==> config.mk <==
export PLATFORM = sky130hd
export DESIGN_NAME = pmg_regs
export DESIGN_NICKNAME = d
export VERILOG_FILES = /design/src/inc/pmg_pkg.sv /design/src/core/pmg_sync.sv /design/src/core/pmg_regs.sv
export VERILOG_INCLUDE_DIRS = /design/src /design/src/inc
export SDC_FILE = /design/constraint.sdc
export NUM_CORES = 1
export LEC_CHECK = 0
export ABC_AREA = 0
export BUFFER_PORTS_ARGS = -buffer_cell sky130_fd_sc_hd__buf_2
export CAP_MARGIN = 5
export CORE_MARGIN = 2
export CORE_UTILIZATION = 49
export CTS_CLUSTER_SIZE = 20
export DETAILED_ROUTE_END_ITERATION = 8
export PLACE_DENSITY = 0.85
export SLEW_MARGIN = 0
export SYNTH_ARGS = -nofsm -noshare
export SYNTH_HDL_FRONTEND = slang
export SYNTH_SLANG_ARGS = --single-unit
==> constraint.sdc <==
create_clock -name CLK_I -period 6.76 [get_ports CLK_I]
set_input_delay 0.676 -clock CLK_I [delete_from_list [all_inputs] [get_ports CLK_I]]
set_output_delay 0.676 -clock CLK_I [all_outputs]
set_load 0.03 [all_outputs]
==> src/inc/pmg_map.svh <==
// Notes on behaviour
// - idle enable bit passes monitor reload events
// - trap enable bit raises trap interrupt
// - input bits 21:0 read pin levels
// - input register bytes 30h-32h, read-only
// - alternate-input bits may read indeterminate values
// - output bits 30:0 drive pins, 31 reserved
// - output register reads back last written value
// - alternate function drives pin, bit kept
// - output reset pattern, pin 30 starts alternate
// - monitor control at 2Ch, resets to zero
// - interrupt only while global enable set
`ifndef PMG_MAP_SVH
`define PMG_MAP_SVH

// ----------------------------------------------------------------
// io offsets from the power-management base
// ----------------------------------------------------------------
`define PMG_DEVICE_MONITOR_CONTROL_OFS 8'h2c
`define PMG_GPI_OFS 8'h30
`define PMG_GPO_OFS 8'h34
`define PMG_LANE_MASK 8'hfc

// ----------------------------------------------------------------
// field layout and reset values
// ----------------------------------------------------------------
`define PMG_DEVICE_MONITOR_CONTROL_RST 32'h0000_0000
`define PMG_DEVICE_MONITOR_CONTROL_MASK 32'h0fff_ffff
`define PMG_GPI_MASK 32'h003f_ffff
`define PMG_GPI_LANES 2'd2
`define PMG_GPO_RST 32'h07ff_bfff
`define PMG_GPO_MASK 32'h7fff_ffff
`define PMG_GPO_ALT_RST 31'h4000_0000
`define PMG_MON_IDLE_CNT 6
`define PMG_MON_TRAP_CNT 5

`endif

==> src/inc/pmg_pkg.sv <==
// ----------------------------------------------------------------
// shared types
// ----------------------------------------------------------------
package pmg_pkg;
  typedef logic [7:0] pmg_byte_t;
  typedef logic [31:0] pmg_word_t;
  typedef logic [1:0] pmg_lane_t;
  typedef logic [21:0] pmg_gpi_t;
  typedef logic [30:0] pmg_gpo_t;
  typedef logic [5:0] pmg_idle_t;
  typedef logic [4:0] pmg_trap_t;
endpackage

==> src/core/pmg_sync.sv <==
`timescale 1ns/1ps
// ----------------------------------------------------------------
// three-stage pin synchroniser with agreement filter
// ----------------------------------------------------------------
module pmg_sync #(
  parameter int W = 22
) (
  // clock and reset
  input wire logic CLK_I,
  input wire logic RST_I,
  // pins and filtered level
  input wire logic [W-1:0] pin_i,
  output logic [W-1:0] level_o
);
  logic [W-1:0] s1_r;
  logic [W-1:0] s2_r;
  logic [W-1:0] s3_r;

  // stage one is read by stage two only
  always_ff @(posedge CLK_I or posedge RST_I)
  begin
    if (RST_I)
    begin
      s1_r <= '0;
      s2_r <= '0;
      s3_r <= '0;
    end
    else
    begin
      s1_r <= pin_i;
      s2_r <= s1_r;
      s3_r <= s2_r;
    end
  end

  // a change counts once stages two and three agree per bit
  always_ff @(posedge CLK_I or posedge RST_I)
  begin
    if (RST_I)
      level_o <= '0;
    else
      level_o <= (s2_r & s3_r) | (level_o & (s2_r | s3_r));
  end
endmodule // pmg_sync

==> src/core/pmg_regs.sv <==
`timescale 1ns/1ps
`include "pmg_map.svh"
// ----------------------------------------------------------------
// power-management monitor control and general pin registers
// ----------------------------------------------------------------
module pmg_regs (
  // clock and reset
  input wire logic CLK_I,
  input wire logic RST_I,
  // io port access, byte wide
  input wire pmg_pkg::pmg_byte_t IO_ADDR_I,
  input wire logic IO_RD_I,
  input wire logic IO_WR_I,
  input wire pmg_pkg::pmg_byte_t IO_WDATA_I,
  output pmg_pkg::pmg_byte_t IO_RDATA_O,
  output logic IO_ACK_O,
  // device monitor events
  input wire pmg_pkg::pmg_idle_t MON_IDLE_EVT_I,
  input wire pmg_pkg::pmg_trap_t MON_TRAP_HIT_I,
  input wire logic GLOBAL_MGMT_IRQ_EN_I,
  output pmg_pkg::pmg_idle_t MON_IDLE_RELOAD_O,
  output pmg_pkg::pmg_trap_t MON_TRAP_SRC_O,
  output logic MGMT_IRQ_OUT_N_O,
  // general input pins
  input wire pmg_pkg::pmg_gpi_t GPI_PIN_I,
  // general output pins and alternate functions
  input wire pmg_pkg::pmg_gpo_t GPO_ALT_VAL_I,
  input wire pmg_pkg::pmg_gpo_t GPO_ALT_SEL_I,
  input wire logic GPO_ALT_LOAD_I,
  output pmg_pkg::pmg_gpo_t GPO_PIN_O
);
  import pmg_pkg::*;

  // ----------------------------------------------------------------
  // helpers
  // ----------------------------------------------------------------
  // pick one byte lane out of a word
  function automatic pmg_byte_t lane_get(input pmg_word_t w, input pmg_lane_t ln);
    pmg_byte_t b;
    b = '0;
    case (ln)
      2'd0: b = w[7:0];
      2'd1: b = w[15:8];
      2'd2: b = w[23:16];
      2'd3: b = w[31:24];
      default: b = '0;
    endcase
    return b;
  endfunction

  // replace one byte lane, leave the others as they were
  function automatic pmg_word_t lane_put(input pmg_word_t w, input pmg_lane_t ln, input pmg_byte_t b);
    pmg_word_t r;
    r = w;
    case (ln)
      2'd0: r[7:0] = b;
      2'd1: r[15:8] = b;
      2'd2: r[23:16] = b;
      2'd3: r[31:24] = b;
      default: r = w;
    endcase
    return r;
  endfunction

  // ----------------------------------------------------------------
  // address decode
  // ----------------------------------------------------------------
  pmg_lane_t lane;
  pmg_byte_t word_ofs;
  logic hit_device_monitor_control;
  logic hit_gpi;
  logic hit_gpo;

  assign lane = IO_ADDR_I[1:0];
  assign word_ofs = IO_ADDR_I & `PMG_LANE_MASK;
  assign hit_device_monitor_control = (word_ofs == `PMG_DEVICE_MONITOR_CONTROL_OFS);
  // only three bytes of the input word are decoded
  assign hit_gpi = (word_ofs == `PMG_GPI_OFS) && (lane <= `PMG_GPI_LANES);
  assign hit_gpo = (word_ofs == `PMG_GPO_OFS);

  // ----------------------------------------------------------------
  // storage
  // ----------------------------------------------------------------
  pmg_word_t device_monitor_control_r;
  pmg_word_t device_monitor_control_nxt;
  pmg_word_t gpo_r;
  pmg_word_t gpo_nxt;
  pmg_gpo_t alt_sel_r;
  pmg_gpi_t gpi_level;

  // byte writes merge into the addressed lane only
  assign device_monitor_control_nxt = lane_put(device_monitor_control_r, lane, IO_WDATA_I) & `PMG_DEVICE_MONITOR_CONTROL_MASK;
  assign gpo_nxt = lane_put(gpo_r, lane, IO_WDATA_I) & `PMG_GPO_MASK;

  // monitor control, all enables start disabled
  always_ff @(posedge CLK_I or posedge RST_I)
  begin
    if (RST_I)
      device_monitor_control_r <= `PMG_DEVICE_MONITOR_CONTROL_RST;
    else if (IO_WR_I && hit_device_monitor_control)
      device_monitor_control_r <= device_monitor_control_nxt;
  end

  // output register keeps its value even when a pin is taken over
  always_ff @(posedge CLK_I or posedge RST_I)
  begin
    if (RST_I)
      gpo_r <= `PMG_GPO_RST;
    else if (IO_WR_I && hit_gpo)
      gpo_r <= gpo_nxt;
  end

  // alternate-function ownership, loaded by the pin-mux config
  always_ff @(posedge CLK_I or posedge RST_I)
  begin
    if (RST_I)
      alt_sel_r <= `PMG_GPO_ALT_RST;
    else if (GPO_ALT_LOAD_I)
      alt_sel_r <= GPO_ALT_SEL_I;
  end

  // ----------------------------------------------------------------
  // input pins
  // ----------------------------------------------------------------
  // pins are asynchronous; pins muxed to another input still read
  // through here and may show noise
  pmg_sync #(
    .W(22)
  ) u_gpi_sync (
    .CLK_I(CLK_I),
    .RST_I(RST_I),
    .pin_i(GPI_PIN_I),
    .level_o(gpi_level)
  );

  // ----------------------------------------------------------------
  // read path
  // ----------------------------------------------------------------
  pmg_byte_t rdata_nxt;

  // unmapped offsets and reserved bits read as zero
  always_comb
  begin
    rdata_nxt = '0;
    if (hit_device_monitor_control)
      rdata_nxt = lane_get(device_monitor_control_r, lane);
    else if (hit_gpi)
      rdata_nxt = lane_get({10'h000, gpi_level}, lane);
    else if (hit_gpo)
      rdata_nxt = lane_get(gpo_r, lane);
  end

  // answer one cycle after the strobe; read data holds until the next read
  always_ff @(posedge CLK_I or posedge RST_I)
  begin
    if (RST_I)
    begin
      IO_RDATA_O <= '0;
      IO_ACK_O <= 1'b0;
    end
    else
    begin
      IO_ACK_O <= IO_RD_I | IO_WR_I;
      if (IO_RD_I)
        IO_RDATA_O <= rdata_nxt;
    end
  end

  // ----------------------------------------------------------------
  // output pins
  // ----------------------------------------------------------------
  // per pin mux, registered so pins never glitch on config changes
  always_ff @(posedge CLK_I or posedge RST_I)
  begin
    if (RST_I)
      GPO_PIN_O <= '0;
    else
      GPO_PIN_O <= (alt_sel_r & GPO_ALT_VAL_I) | (~alt_sel_r & gpo_r[30:0]);
  end

  // ----------------------------------------------------------------
  // device monitors
  // ----------------------------------------------------------------
  pmg_idle_t idle_en;
  pmg_trap_t trap_en;
  pmg_trap_t trap_fire;

  // even bits 0-10 enable reload, odd bits 1-9 enable trapping
  always_comb
  begin
    idle_en = '0;
    trap_en = '0;
    for (int m = 0; m < `PMG_MON_IDLE_CNT; m++)
      idle_en[m] = device_monitor_control_r[2*m];
    for (int m = 0; m < `PMG_MON_TRAP_CNT; m++)
      trap_en[m] = device_monitor_control_r[2*m+1];
  end

  assign trap_fire = MON_TRAP_HIT_I & trap_en;

  // reload strobes for the idle timers, disabled events dropped
  always_ff @(posedge CLK_I or posedge RST_I)
  begin
    if (RST_I)
      MON_IDLE_RELOAD_O <= '0;
    else
      MON_IDLE_RELOAD_O <= MON_IDLE_EVT_I & idle_en;
  end

  // trap source is reported even with the global gate closed,
  // so status logic elsewhere can still record it
  always_ff @(posedge CLK_I or posedge RST_I)
  begin
    if (RST_I)
      MON_TRAP_SRC_O <= '0;
    else
      MON_TRAP_SRC_O <= trap_fire;
  end

  // active-low interrupt pulse, gated by the global enable
  always_ff @(posedge CLK_I or posedge RST_I)
  begin
    if (RST_I)
      MGMT_IRQ_OUT_N_O <= 1'b1;
    else
      MGMT_IRQ_OUT_N_O <= ~(|trap_fire && GLOBAL_MGMT_IRQ_EN_I);
  end
endmodule // pmg_regs

==> out/metrics.cfg <==
[setup_path]
required_ps=7140
worstPathArrival_ps=3020
crit_path_end_kind=flip-flop
criticalPathCategory=primary input to flip-flop
critPathLaunchType=primary input
cp_slowest_cell=nor2b_1
slowest_delay_ps=890
crit_chain=buf_2 > nor2b_1 > nand3_2 > mux2_2
cp_max_fo=30

[clock_tree]
cts_setup_buffers=0
cts_resized=0
numCtsBuffers=24
cts_hold_buf=0
cts_sinks=230
cts_tree=done
clock_latency_ps=510
cts-root-buf=clkbuf_16
htree_levels=1
clk_pin_slew_ps=60
clock_path_buffers=3

[pwr]
peakVddDrop_uv=179
intPower_w=0.00236
power.total_w=0.00305
power_density_mw_per_mm2=294
p_sw_w=0.000696
p_sw_share_pct=22.8
clkPwrFrac_pct=41.5
combPwrFrac_pct=8.5
seqPwrFrac_pct=49.9
p_leak_nw=4.93

[timing]
timing.final.crit_share_pct=39.0
setup_viol=0
period_needed_ps=2640
clock_skew_ps=10.6
rsz0062_at_grt=no
tightest_slew_ps=1020
max_freq_mhz=379
layout_setup_ws_ps=4120
maxSlewHeadroom_pct=31.7
slew_violations=0
setup-tns-final_ps=0
finalHoldViolCount=0

[logic_synthesis]
ys.warnings.count=0
syn_area_per_cell_um2=17.3
synth_area_leaders=dfrtp_1, mux2_2, dfstp_2, mux2_4, mux4_2
ys_seq_area_share_pct=67.5
syn-cell-area_mm2=0.00858
synth_cell_type_count=45
synth_commonest_cells=dfrtp_1, mux2_2, dfstp_2
synth_most_common_cell=dfrtp_1
async_reset_ff_share_pct=100
ys_seq_elements=230
synthCells=497
synth_fp_nets=614
synth_edf_count=0
synth_top_area_cell=dfrtp_1
netlist.area_leader.share_pct=58.9
synth_ff_type=dfrtp_1

[detailed_routing]
ant_nets=0
routed_wl_mm=17.8
drc_errors=0
via_count=4821
firstDrtPassIters=4
drt_iter0_drc=373
wl_per_cell_um=19.4
vias_per_cell=5.25

[final_layout]
fin_area_mm2=0.0104
layout.cells.non_filler=918
syn_to_final_growth_pct=20.9
nNetsFinal=793
n_antenna_cell=0
drive_above_1_share_pct=55.4

[placed_design]
place_area_mm2=0.00960
place_hpwl_mm=12.4
dp.cells=875
routabilityCongestion=0.804
numPortBuffers=168
dpl_worst_slack_ps=3660

[floorplanning]
core_mm2=0.0172
rows=48
die_h_um=136
dieArea_mm2=0.0186
initial_core_util_pct=49.9
die_width_um=136
pin_count=169

[global_route]
grt_pass1_wl_mm=28.0
grt_pass1_vias=5265
gr-total-overflow=0
gr-usage-all-layers_pct=19.5
antenna_found_initial=0
grt_max_degree=187

[run]
drv_cap=0

[outcome]
status=completed

[min_path]
hold_path_class=primary input to flip-flop

metrics by stage:
step / utilization (%) / hold WS (ps)
detailed placement: 55.9 / 335
global route: 60.4 / 256
CTS: 60.4 / 257
finish: 60.4 / 271
floorplan: - / 331
global placement: 55.9 / 333
layer usage:
layer / wire length, µm / up-vias / GRT usage, %
met3: 1050 / 33 / 3.54
li1: - / 2153 / -
met1: 7170 / 2484 / 24.7
met2: 9170 / 151 / 33.9
met4: 402 / 0 / 6.83
met5: 0 / - / 0
layout make-up:
class,instances,area [µm²]
Clock inverter,4,20.0
Sequential cell,230,5790
Inverter,2,11.3
Fill cell,1289,6800
Timing Repair Buffer,169,861
Tap cell,225,282
Clock buffer,39,758
Multi-Input combinational cell,249,2650
sequential cells by signal, indices dropped and copies added (netlist names):
register	flops
MON_IDLE_RELOAD_O	6
u_gpi_sync.s2_r	22
u_gpi_sync.s1_r	22
IO_RDATA_O	8
device_monitor_control_r	28
u_gpi_sync.s3_r	22
u_gpi_sync.level_o	22
IO_ACK_O	1
gpo_r	31
MON_TRAP_SRC_O	5
MGMT_IRQ_OUT_N_O	1
alt_sel_r	31
GPO_PIN_O	31
critical path, delay by kind of cell:
family	cells	cell delay, ps
and+or+nand+nor	2	1290
buffers and inverters	1	640
muxes	1	380
power groups by stage:
| stage | logic [W] | clock network [W] | registers [W] |
|---|---|---|---|
| after floorplan | 0.000135 | 0 | 0.00157 |
| after global placement | 0.000253 | 0 | 0.00154 |
| after detailed placement | 0.000263 | 0 | 0.00155 |
| after CTS | 0.000265 | 0.00129 | 0.00152 |
| after global routing | 0.000282 | 0.00135 | 0.00153 |
| final | 0.000261 | 0.00127 | 0.00152 |
logic make-up (layout without fill, tap and decap cells):
group,count (synthesis),count (layout),share of synthesized area [%]
flops,230,230,67.5
mux,145,145,21.4
simple gates,48,48,4.10
compound gates,34,34,2.87
fa+ha+maj,22,22,2.57
buf+inv,18,214,1.59
final timing paths:
path	startpoint	to	slack (ps)	cells past startpoint
worst min-delay path	GPI_PIN_I[10]	u_gpi_sync.s1_r[10]	270	1
max in group asynchronous	RST_I	u_gpi_sync.s1_r[8]	4960	3
worst max register to register	gpo_r[23]	IO_RDATA_O[7]	5360	4
worst min register to register	u_gpi_sync.s1_r[6]	u_gpi_sync.s2_r[6]	350	0
worst max-delay path	IO_ADDR_I[0]	gpo_r[14]	4120	4
min in group asynchronous	RST_I	GPO_PIN_O[4]	380	2
cells in the final DEF, fill, tap and decap left out, types with 4 or more instances in the layout:
cell	n
a21oi_1	11
a22oi_1	6
and2_1	12
buf_2	168
clkbuf_1	6
clkbuf_16	25
clkbuf_8	8
clkinv_2	4
dfrtp_1	202
dfstp_2	28
maj3_1	22
mux2_2	99
mux2_4	24
mux2i_1	11
mux4_2	11
nand2_1	4
nor2_1	12
o2bb2ai_1	7
(Power assumes the default switching activity.)
